**src/rtl/mii_phy_pkg.sv**
```systemverilog
package mii_phy_pkg;

   // ==========================================================
   // Clock and link rates
   localparam int CLK_HZ     = 100_000_000;
   localparam int F100_HZ    = 25_000_000;
   localparam int F10N_HZ    = 2_500_000;
   localparam int F10S_HZ    = 10_000_000;
   localparam logic [5:0] HALF_100 = 6'(CLK_HZ / (2 * F100_HZ));
   localparam logic [5:0] HALF_10N = 6'(CLK_HZ / (2 * F10N_HZ));
   localparam logic [5:0] HALF_10S = 6'(CLK_HZ / (2 * F10S_HZ));

   // ==========================================================
   // Register map (byte addresses)
   localparam logic [7:0] CTRL_OFS   = 8'h00;
   localparam logic [7:0] STATUS_OFS = 8'h04;
   localparam logic [7:0] TXCNT_OFS  = 8'h08;
   localparam logic [7:0] RXCNT_OFS  = 8'h0c;

   localparam int CTRL_SPEED_BIT  = 0;
   localparam int CTRL_SERIAL_BIT = 1;
   localparam int CTRL_SYMN_BIT   = 2;
   localparam logic CTRL_SPEED_RST  = 1'b1;
   localparam logic CTRL_SERIAL_RST = 1'b0;
   localparam logic CTRL_SYMN_RST   = 1'b1;

   localparam int ST_OVF_BIT   = 0;
   localparam int ST_CERR_BIT  = 1;
   localparam int ST_RXEN_BIT  = 2;
   localparam int ST_LEVEL_LSB = 8;

   localparam logic [1:0] RESP_OKAY   = 2'h0;
   localparam logic [1:0] RESP_SLVERR = 2'h2;

   // ==========================================================
   // Code groups and buffering
   localparam logic [4:0] HALT_CODE  = 5'h04;
   localparam int         FIFO_W     = 8;
   localparam int         FIFO_DEPTH = 32;

   typedef enum logic [2:0] {
      LM_100 = 3'h1,
      LM_10N = 3'h2,
      LM_10S = 3'h4
   } link_mode_t;

endpackage

```
**src/rtl/fifo_buf.sv**
```systemverilog
`timescale 1ns/1ns
`default_nettype none
module fifo_buf
   import mii_phy_pkg::*;
#(
   parameter int W     = FIFO_W,
   parameter int DEPTH = FIFO_DEPTH
) (
   input  wire logic                       clk,
   input  wire logic                       srst,
   input  wire logic                       in_valid,
   output logic                            in_ready,
   input  wire logic [W-1:0]               in_data,
   output logic                            out_valid,
   input  wire logic                       out_ready,
   output logic [W-1:0]                    out_data,
   output logic [$clog2(DEPTH):0]          level
);
   localparam int AW = $clog2(DEPTH);

   typedef struct packed {
      logic [AW:0] wr_ptr;
      logic [AW:0] rd_ptr;
   } fifo_st_t;

   fifo_st_t   s_reg;
   fifo_st_t   s_next;
   logic [W-1:0] mem [DEPTH];
   logic       push;
   logic       pop;

   // ==========================================================
   // Pointers carry one extra bit to tell full from empty
   assign level     = s_reg.wr_ptr - s_reg.rd_ptr;
   assign in_ready  = (level != (AW+1)'(DEPTH));
   assign out_valid = (s_reg.wr_ptr != s_reg.rd_ptr);
   assign out_data  = mem[s_reg.rd_ptr[AW-1:0]];
   assign push      = in_valid & in_ready;
   assign pop       = out_valid & out_ready;

   always_comb begin
      s_next = s_reg;
      if (push) begin
         s_next.wr_ptr = s_reg.wr_ptr + 1'b1;
      end
      if (pop) begin
         s_next.rd_ptr = s_reg.rd_ptr + 1'b1;
      end
   end

   always_ff @(posedge clk) begin
      if (srst) begin
         s_reg <= '0;
      end else begin
         s_reg <= s_next;
      end
   end

   always_ff @(posedge clk) begin
      if (push) begin
         mem[s_reg.wr_ptr[AW-1:0]] <= in_data;
      end
   end
endmodule // fifo_buf
`default_nettype wire

```
**src/rtl/mii_data_port.sv**
```systemverilog
// Contract
// - Transmit clock is 25 MHz at 100 Mb/s, 2.5 MHz in 10 Mb/s nibble mode.
// - Transmit clock is 10 MHz in 10 Mb/s serial mode.
// - Nibble transmit data accepted at 2.5 MHz or 25 MHz.
// - Serial mode takes transmit data from bit 0 only.
// - At 100 Mb/s, error plus enable sends HALT instead of the nibble.
// - At 10 Mb/s the transmit error input is ignored.
// - Raw code mode uses transmit error as code bit 4.
// - Receive clock is 25 MHz, 2.5 MHz or 10 MHz by mode.
// - Receive nibble changes on falling receive clock edge.
// - Serial receive data on bit 0 at falling edge, bits 3..1 don't care.
// - Receive outputs float while receive enable low, driven while high.
// - At 100 Mb/s, invalid code group inside packet raises receive error.
// - Raw code mode uses receive error as code bit 4.
// - Receive data valid marks valid data, updated on falling edge.
`timescale 1ns/1ns
`default_nettype none
module mii_data_port
   import mii_phy_pkg::*;
(
   input  wire logic        clk,
   input  wire logic        srst,
   // AXI4-Lite slave
   input  wire logic        s_axi_awvalid,
   output logic             s_axi_awready,
   input  wire logic [7:0]  s_axi_awaddr,
   input  wire logic        s_axi_wvalid,
   output logic             s_axi_wready,
   input  wire logic [31:0] s_axi_wdata,
   input  wire logic [3:0]  s_axi_wstrb,
   output logic             s_axi_bvalid,
   input  wire logic        s_axi_bready,
   output logic [1:0]       s_axi_bresp,
   input  wire logic        s_axi_arvalid,
   output logic             s_axi_arready,
   input  wire logic [7:0]  s_axi_araddr,
   output logic             s_axi_rvalid,
   input  wire logic        s_axi_rready,
   output logic [31:0]      s_axi_rdata,
   output logic [1:0]       s_axi_rresp,
   // MII pins
   output logic             tx_clk,
   input  wire logic [3:0]  txd,
   input  wire logic        tx_en,
   input  wire logic        tx_er,
   input  wire logic        rx_en,
   output logic             rx_clk_o,
   output logic             rx_clk_oe,
   output logic [3:0]       rxd_o,
   output logic             rxd_oe,
   output logic             rx_dv_o,
   output logic             rx_dv_oe,
   output logic             rx_er_o,
   output logic             rx_er_oe,
   // Line side: transmit items out of the buffer
   output logic             line_tx_valid,
   input  wire logic        line_tx_ready,
   output logic [7:0]       line_tx_data,
   // Line side: receive items, taken once per receive clock
   input  wire logic        line_rx_valid,
   input  wire logic [4:0]  line_rx_data,
   input  wire logic        line_rx_dv,
   output logic             line_rx_ready
);

   // ==========================================================
   // State
   typedef struct packed {
      logic        speed100;
      logic        serial;
      logic        symbol_n;
      logic [5:0]  div_cnt;
      logic        lclk;
      logic [3:0]  txd_m;
      logic [3:0]  txd_s;
      logic        txen_m;
      logic        txen_s;
      logic        txer_m;
      logic        txer_s;
      logic        rxen_m;
      logic        rxen_s;
      logic [3:0]  rxd;
      logic        rx_dv;
      logic        rx_er;
      logic        ovf;
      logic        cerr;
      logic [31:0] tx_cnt;
      logic [31:0] rx_cnt;
      logic        aw_ok;
      logic [7:0]  aw_addr;
      logic        w_ok;
      logic [31:0] w_data;
      logic [3:0]  w_strb;
      logic        bvalid;
      logic [1:0]  bresp;
      logic        rvalid;
      logic [31:0] rdata;
      logic [1:0]  rresp;
   } st_t;

   localparam st_t ST_RST = '{
      speed100: CTRL_SPEED_RST,
      serial:   CTRL_SERIAL_RST,
      symbol_n: CTRL_SYMN_RST,
      default:  '0
   };

   st_t        s_reg;
   st_t        s_next;

   // ==========================================================
   // 4B/5B code groups
   function automatic logic [4:0] enc4b5b(input logic [3:0] n);
      logic [4:0] c;
      c = 5'h00;
      case (n)
         4'h0: c = 5'h1e;
         4'h1: c = 5'h09;
         4'h2: c = 5'h14;
         4'h3: c = 5'h15;
         4'h4: c = 5'h0a;
         4'h5: c = 5'h0b;
         4'h6: c = 5'h0e;
         4'h7: c = 5'h0f;
         4'h8: c = 5'h12;
         4'h9: c = 5'h13;
         4'ha: c = 5'h16;
         4'hb: c = 5'h17;
         4'hc: c = 5'h1a;
         4'hd: c = 5'h1b;
         4'he: c = 5'h1c;
         default: c = 5'h1d;
      endcase
      return c;
   endfunction

   // Returns {valid, nibble}; anything but a data group is invalid
   function automatic logic [4:0] dec5b4b(input logic [4:0] c);
      logic [4:0] r;
      r = 5'h00;
      case (c)
         5'h1e: r = 5'h10;
         5'h09: r = 5'h11;
         5'h14: r = 5'h12;
         5'h15: r = 5'h13;
         5'h0a: r = 5'h14;
         5'h0b: r = 5'h15;
         5'h0e: r = 5'h16;
         5'h0f: r = 5'h17;
         5'h12: r = 5'h18;
         5'h13: r = 5'h19;
         5'h16: r = 5'h1a;
         5'h17: r = 5'h1b;
         5'h1a: r = 5'h1c;
         5'h1b: r = 5'h1d;
         5'h1c: r = 5'h1e;
         5'h1d: r = 5'h1f;
         default: r = 5'h00;
      endcase
      return r;
   endfunction

   function automatic logic byte_hit(input logic [7:0] a, input logic [7:0] ofs);
      return {a[7:2], 2'b00} == ofs;
   endfunction

   // ==========================================================
   // Transmit buffer
   link_mode_t mode;
   logic       raw;
   logic [5:0] half;
   logic       edge_hit;
   logic       rise;
   logic       fall;
   logic       push;
   logic [7:0] push_data;
   logic       fifo_in_ready;
   logic [5:0] fifo_level;
   logic [4:0] dec;
   logic [31:0] rd_word;
   logic [1:0]  rd_resp;

   fifo_buf #(
      .W     (FIFO_W),
      .DEPTH (FIFO_DEPTH)
   ) fifo_buf_inst (
      .clk       (clk),
      .srst      (srst),
      .in_valid  (push),
      .in_ready  (fifo_in_ready),
      .in_data   (push_data),
      .out_valid (line_tx_valid),
      .out_ready (line_tx_ready),
      .out_data  (line_tx_data),
      .level     (fifo_level)
   );

   always_comb begin
      if (s_reg.speed100) begin
         mode = LM_100;
      end else if (s_reg.serial) begin
         mode = LM_10S;
      end else begin
         mode = LM_10N;
      end
   end

   // Raw code mode only has meaning on the 100 Mb/s path
   assign raw = ~s_reg.symbol_n & (mode == LM_100);

   always_comb begin
      case (mode)
         LM_100:  half = HALF_100;
         LM_10S:  half = HALF_10S;
         default: half = HALF_10N;
      endcase
   end

   // >= rather than == so a mode change mid-count cannot run away
   assign edge_hit = (s_reg.div_cnt >= half - 6'h01);
   assign rise     = edge_hit & ~s_reg.lclk;
   assign fall     = edge_hit & s_reg.lclk;

   // ==========================================================
   // Transmit code formation
   always_comb begin
      push_data = 8'h00;
      push      = 1'b0;
      if (raw) begin
         push_data = {LM_100, s_reg.txer_s, s_reg.txd_s};
         push      = rise;
      end else if (mode == LM_100) begin
         push_data = {LM_100, s_reg.txer_s ? HALT_CODE : enc4b5b(s_reg.txd_s)};
         push      = rise & s_reg.txen_s;
      end else if (mode == LM_10S) begin
         push_data = {LM_10S, 4'h0, s_reg.txd_s[0]};
         push      = rise & s_reg.txen_s;
      end else begin
         push_data = {LM_10N, 1'b0, s_reg.txd_s};
         push      = rise & s_reg.txen_s;
      end
   end

   // One receive item is taken per falling edge of the receive clock
   assign line_rx_ready = fall;
   assign dec           = dec5b4b(line_rx_data);

   // ==========================================================
   // Register read mux
   always_comb begin
      rd_word = 32'h0000_0000;
      rd_resp = RESP_OKAY;
      if (byte_hit(s_axi_araddr, CTRL_OFS)) begin
         rd_word[CTRL_SPEED_BIT]  = s_reg.speed100;
         rd_word[CTRL_SERIAL_BIT] = s_reg.serial;
         rd_word[CTRL_SYMN_BIT]   = s_reg.symbol_n;
      end else if (byte_hit(s_axi_araddr, STATUS_OFS)) begin
         rd_word[ST_OVF_BIT]  = s_reg.ovf;
         rd_word[ST_CERR_BIT] = s_reg.cerr;
         rd_word[ST_RXEN_BIT] = s_reg.rxen_s;
         rd_word[ST_LEVEL_LSB +: 6] = fifo_level;
      end else if (byte_hit(s_axi_araddr, TXCNT_OFS)) begin
         rd_word = s_reg.tx_cnt;
      end else if (byte_hit(s_axi_araddr, RXCNT_OFS)) begin
         rd_word = s_reg.rx_cnt;
      end else begin
         rd_resp = RESP_SLVERR;
      end
   end

   assign s_axi_awready = ~s_reg.aw_ok & ~s_reg.bvalid;
   assign s_axi_wready  = ~s_reg.w_ok & ~s_reg.bvalid;
   assign s_axi_arready = ~s_reg.rvalid;

   // ==========================================================
   // Next state
   always_comb begin
      s_next = s_reg;

      // Pin synchronisers
      s_next.txd_m  = txd;
      s_next.txd_s  = s_reg.txd_m;
      s_next.txen_m = tx_en;
      s_next.txen_s = s_reg.txen_m;
      s_next.txer_m = tx_er;
      s_next.txer_s = s_reg.txer_m;
      s_next.rxen_m = rx_en;
      s_next.rxen_s = s_reg.rxen_m;

      // Shared divider for transmit and receive clocks
      if (edge_hit) begin
         s_next.div_cnt = 6'h00;
         s_next.lclk    = ~s_reg.lclk;
      end else begin
         s_next.div_cnt = s_reg.div_cnt + 6'h01;
      end

      if (push & fifo_in_ready) begin
         s_next.tx_cnt = s_reg.tx_cnt + 32'h0000_0001;
      end

      // Receive outputs move only on the falling edge
      if (fall) begin
         if (!line_rx_valid) begin
            s_next.rx_dv = 1'b0;
            s_next.rx_er = 1'b0;
         end else if (raw) begin
            s_next.rxd   = line_rx_data[3:0];
            s_next.rx_er = line_rx_data[4];
            s_next.rx_dv = line_rx_dv;
         end else if (mode == LM_100) begin
            s_next.rxd   = dec[3:0];
            s_next.rx_dv = line_rx_dv;
            s_next.rx_er = line_rx_dv & ~dec[4];
         end else if (mode == LM_10S) begin
            s_next.rxd   = {3'h0, line_rx_data[0]};
            s_next.rx_dv = line_rx_dv;
            s_next.rx_er = 1'b0;
         end else begin
            s_next.rxd   = line_rx_data[3:0];
            s_next.rx_dv = line_rx_dv;
            s_next.rx_er = 1'b0;
         end
         if (line_rx_valid) begin
            s_next.rx_cnt = s_reg.rx_cnt + 32'h0000_0001;
         end
      end

      // Write channel: address and data taken in either order
      if (s_axi_awvalid & s_axi_awready) begin
         s_next.aw_ok   = 1'b1;
         s_next.aw_addr = s_axi_awaddr;
      end
      if (s_axi_wvalid & s_axi_wready) begin
         s_next.w_ok   = 1'b1;
         s_next.w_data = s_axi_wdata;
         s_next.w_strb = s_axi_wstrb;
      end
      if (s_reg.aw_ok & s_reg.w_ok) begin
         s_next.aw_ok  = 1'b0;
         s_next.w_ok   = 1'b0;
         s_next.bvalid = 1'b1;
         s_next.bresp  = RESP_OKAY;
         if (byte_hit(s_reg.aw_addr, CTRL_OFS)) begin
            if (s_reg.w_strb[0]) begin
               s_next.speed100 = s_reg.w_data[CTRL_SPEED_BIT];
               s_next.serial   = s_reg.w_data[CTRL_SERIAL_BIT];
               s_next.symbol_n = s_reg.w_data[CTRL_SYMN_BIT];
            end
         end else if (byte_hit(s_reg.aw_addr, STATUS_OFS)) begin
            if (s_reg.w_strb[0]) begin
               s_next.ovf  = s_reg.ovf & ~s_reg.w_data[ST_OVF_BIT];
               s_next.cerr = s_reg.cerr & ~s_reg.w_data[ST_CERR_BIT];
            end
         end else if (byte_hit(s_reg.aw_addr, TXCNT_OFS)) begin
            s_next.bresp = RESP_OKAY;
         end else if (byte_hit(s_reg.aw_addr, RXCNT_OFS)) begin
            s_next.bresp = RESP_OKAY;
         end else begin
            s_next.bresp = RESP_SLVERR;
         end
      end
      if (s_reg.bvalid & s_axi_bready) begin
         s_next.bvalid = 1'b0;
      end

      // Sticky flags: a new event wins over a clear in the same cycle
      if (push & ~fifo_in_ready) begin
         s_next.ovf = 1'b1;
      end
      if (fall & line_rx_valid & line_rx_dv & ~raw & (mode == LM_100) & ~dec[4]) begin
         s_next.cerr = 1'b1;
      end

      // Read channel
      if (s_axi_arvalid & s_axi_arready) begin
         s_next.rvalid = 1'b1;
         s_next.rdata  = rd_word;
         s_next.rresp  = rd_resp;
      end else if (s_reg.rvalid & s_axi_rready) begin
         s_next.rvalid = 1'b0;
      end
   end

   always_ff @(posedge clk) begin
      if (srst) begin
         s_reg <= ST_RST;
      end else begin
         s_reg <= s_next;
      end
   end

   // ==========================================================
   // Outputs
   assign s_axi_bvalid = s_reg.bvalid;
   assign s_axi_bresp  = s_reg.bresp;
   assign s_axi_rvalid = s_reg.rvalid;
   assign s_axi_rdata  = s_reg.rdata;
   assign s_axi_rresp  = s_reg.rresp;

   assign tx_clk    = s_reg.lclk;
   assign rx_clk_o  = s_reg.lclk;
   assign rxd_o     = s_reg.rxd;
   assign rx_dv_o   = s_reg.rx_dv;
   assign rx_er_o   = s_reg.rx_er;
   // Float the receive group while the enable pin is low
   assign rx_clk_oe = s_reg.rxen_s;
   assign rxd_oe    = s_reg.rxen_s;
   assign rx_dv_oe  = s_reg.rxen_s;
   assign rx_er_oe  = s_reg.rxen_s;

endmodule // mii_data_port
`default_nettype wire

```
**config.mk**
```make
export PLATFORM = sky130hd
export DESIGN_NAME = mii_data_port
export DESIGN_NICKNAME = d
export VERILOG_FILES = /design/src/rtl/mii_phy_pkg.sv /design/src/rtl/fifo_buf.sv /design/src/rtl/mii_data_port.sv
export SDC_FILE = /design/constraint.sdc
export NUM_CORES = 1
export LEC_CHECK = 0
export BUFFER_PORTS_ARGS = -buffer_cell sky130_fd_sc_hd__buf_2
export CAP_MARGIN = 10
export CORE_UTILIZATION = 40
export DETAILED_ROUTE_END_ITERATION = 8
export GPL_TIMING_DRIVEN = 0
export PLACE_DENSITY = 0.66
export SYNTH_ARGS = -nofsm -noshare
export SYNTH_HDL_FRONTEND = slang
export SYNTH_SLANG_ARGS = --single-unit
```
**constraint.sdc**
```tcl
create_clock -name clk -period 6.47 [get_ports clk]
set_input_delay 1.294 -clock clk [delete_from_list [all_inputs] [get_ports clk]]
set_output_delay 1.294 -clock clk [all_outputs]
set_load 0.01 [all_outputs]
```
==> reports/qor.csv <==
metric,value,unit
outcome,finished clean,
TritonRoute pass-1 iters,8,
min-delay src,s_next[156],
Sum Neg Setup Slack,0,ps
f_max,0.211,GHz
Hold Path Depth,1,
DRT antenna net count,0,
row cnt,77,
clock tree buffer depth,3,
number of global-route vias before repair,11000,
maximum vdd drop,0.193,mV
ys flop type,edfxtp_1,
crit start category,flip-flop,
Min-Delay Endpoint,rx_clk_oe,
area of the multi-input gates,6250,sq um
routed vias,11000,
worst path arrival time,3450,ps
core footprint,44300,sq um
final WL,40.3,mm
most frequent cells in the layout,"edfxtp_1 (256), dfxtp_1 (166), nor2_1 (159)",
Synth Area per Inst,13.7,sq um
Post-Synthesis Cell Area,18000,sq um
"Area growth, synth to finish",15.2,%
gr ovfl total,0,
switching part of the total,0.218,
layout cell share with drive strength beyond 1,0.256,
number of vias per cell,5.25,
"Worst Path Class, Setup",flip-flop to output pin,
largest delay contributor family on the critical path,multiplexers,
Final setup viols,0,
Worst path slowest cell,clkbuf_1,
CTS H-tree depth,2,
Mapped Cells,1311,
Lkg Pwr,0.00685,uW
fin util,0.468,
crit-path max FO,10,
TritonCTS buffer count,44,
fillers,3944,
Die Width,214,microns
number of flip-flops in the largest register,256,
nets,1560,
CTS resizes,0,
CTS tree,yes,
DRT iter0 DRCs,728,
GP Congestion,0.842,
P per Cell Area,269,nW/um^2
Placement Setup Slack,2300,ps
min setup slack post-route,1730,ps
Period minus WS final,4740,ps
clock root buffer,clkbuf_16,
postcts setup bufs,0,
WP buf/inv,3,
initial antenna violation count,0,
CP Capture Type,output pin,
RSZ-0062 raised after global routing,false,
global-route wire length before repair,62.8,mm
Int Pwr,4360,uW
clk_lat worst skew,580,ps
CP Cell Sequence,"clkbuf_1, clkbuf_1, mux4_2, mux4_2, mux2_2, buf_2",
max-slew violation total from the final report,0,
WP data required,5180,ps
I/O Buffers,96,
Clk pwr share,0.442,
CTS clock-pin slew for the worst setup and hold paths,60,ps
register area share after synthesis,0.611,
die area,45900,sq um
worst min path class,flip-flop to flip-flop,
normalized max-slew margin,0.195,
post-synthesis cell type count,69,
CTS Hold Buffers Added,0,
synthesis-stage register bit count,422,
Final Hold Vio Count,0,
FF-to-FF path depth,11,
detailed placer's ending HPWL,28.6,mm
Logic pwr share,0.043,
max incr delay on CP,620,ps
r2r endpoint,fifo_buf_inst.mem[3][1],
# diodes,0,
Worst Skew,21.8,ps
Tot GR Track Use,0.176,
Die Y-Extent,214,microns
slew of the pin with the lowest slew margin,1210,ps
fin crit share,0.733,
# IOs,137,
Starting Density,0.406,
Reg power frac,0.516,
largest net degree at the start of global routing,34,
register area,11000,sq um
ys async rst share,0,
Clock Sinks,422,
yosys warns,0,
net load switching power,1220,uW
number of synthesized flops with an enable pin,256,
R2R Setup Slk,2750,ps
Max Cap Viol,0,
DR WL/cell,19.3,microns
Crit Reg-Reg Startpoint,fifo_buf_inst.s_reg[6],
drc violations,0,
"commonest non-fill, non-tap cell in the layout",edfxtp_1,
worst register-to-register path: cells and delay by family (launching register included):
family                     cells  cell delay, ps
AOI/OAI and AO/OA              3             750
xor gates and xnor gates       1             270
adders and majority gates      2             560
buffers and inverters          2             180
DFF                            1             360
and+or+nand+nor                3            1210
layer usage:
layer / global-route usage / vias up / wire [microns]
li1: - / 5143 / -
met1: 0.232 / 5452 / 17700
met2: 0.296 / 307 / 19500
met3: 0.0261 / 67 / 2060
met4: 0.0640 / 0 / 1030
met5: 0 / - / 0
per-stage QoR:
| step | cells | hold WS [ps] | area [sq um] | total power [uW] |
|---|---|---|---|---|
| final | 2091 | 442 | 20700 | 5580 |
| after global routing | 2091 | 470 | 20700 | 5750 |
| after floorplan | 1313 | 414 | 18000 | 3080 |
| after global placement | 2001 | 432 | 19200 | 3160 |
| after detailed placement | 2005 | 432 | 19300 | 3170 |
| after CTS | 2087 | 446 | 20700 | 5630 |
cells in the mapped netlist (4+ instances only):
cell type  instances  area [sq um]
edfxtp_1         256          7690
dfxtp_1          166          3320
nor2_1           160           601
mux4_2            83          1870
nand2_1           65           244
buf_4             48           360
xnor2_1           47           412
clkbuf_1          44           165
nand3_1           35           175
a21oi_1           34           170
inv_1             32           120
mux2_2            29           327
xor2_1            23           201
ha_1              22           275
nor2b_1           20           125
a22oi_1           18           135
a2111oi_2         16           240
mux2i_1           16           160
o21ai_0           16          80.1
buf_2             15          75.1
nand4_1           15          93.8
and3_1            13          81.3
a211oi_1          12          90.1
nor3_1            11          55.1
o221ai_1          10          87.6
and2_1             9          56.3
buf_1              9          33.8
or3_1              6          37.5
a222oi_1           5          50.1
and4_1             5          43.8
nand2b_1           5          31.3
nor3_2             4          40.0
nor4_1             4          25.0
cell families (layout without fill, tap and decap cells):
| family | count (synthesis) | in the layout | share of synthesized area |
|---|---|---|---|
| flops | 422 | 422 | 0.611 |
| simple gates | 376 | 376 | 0.103 |
| buf+inv | 149 | 335 | 0.0425 |
| compound gates | 138 | 138 | 0.0599 |
| mux | 131 | 131 | 0.133 |
| xor+xnor | 70 | 70 | 0.0340 |
| fa+ha+maj | 23 | 23 | 0.0164 |
| other cells | 2 | 4 | 0.000417 |
worst max-delay path by stage:
stage / cells after the start / to
5_1_grt: 6 / line_tx_data[7]
6_report: 6 / line_tx_data[0]
4_1_cts: 6 / line_tx_data[7]
3_3_place_gp: 6 / line_tx_data[1]
2_1_floorplan: 5 / line_tx_data[0]
3_5_place_dp: 6 / line_tx_data[7]
power by group through the flow:
| stage | registers [uW] | clock network [uW] | logic (uW) |
|---|---|---|---|
| 5_1_grt | 2880 | 2610 | 260 |
| 3_5_place_dp | 2940 | 0 | 235 |
| 2_1_floorplan | 2930 | 0 | 151 |
| 4_1_cts | 2880 | 2520 | 236 |
| 6_report | 2880 | 2460 | 238 |
| 3_3_place_gp | 2940 | 0 | 225 |
area by class of cell:
cell class,instances,share of cell area
clock inverter,24,0.00893
multi-input combinational,742,0.301
timing repair buffer,104,0.0279
inverter,32,0.00579
sequential,422,0.531
clock buffer,58,0.0586
tap,592,0.0357
buffer,117,0.0311
No activity file was read; power rests on OpenSTA's default activity.
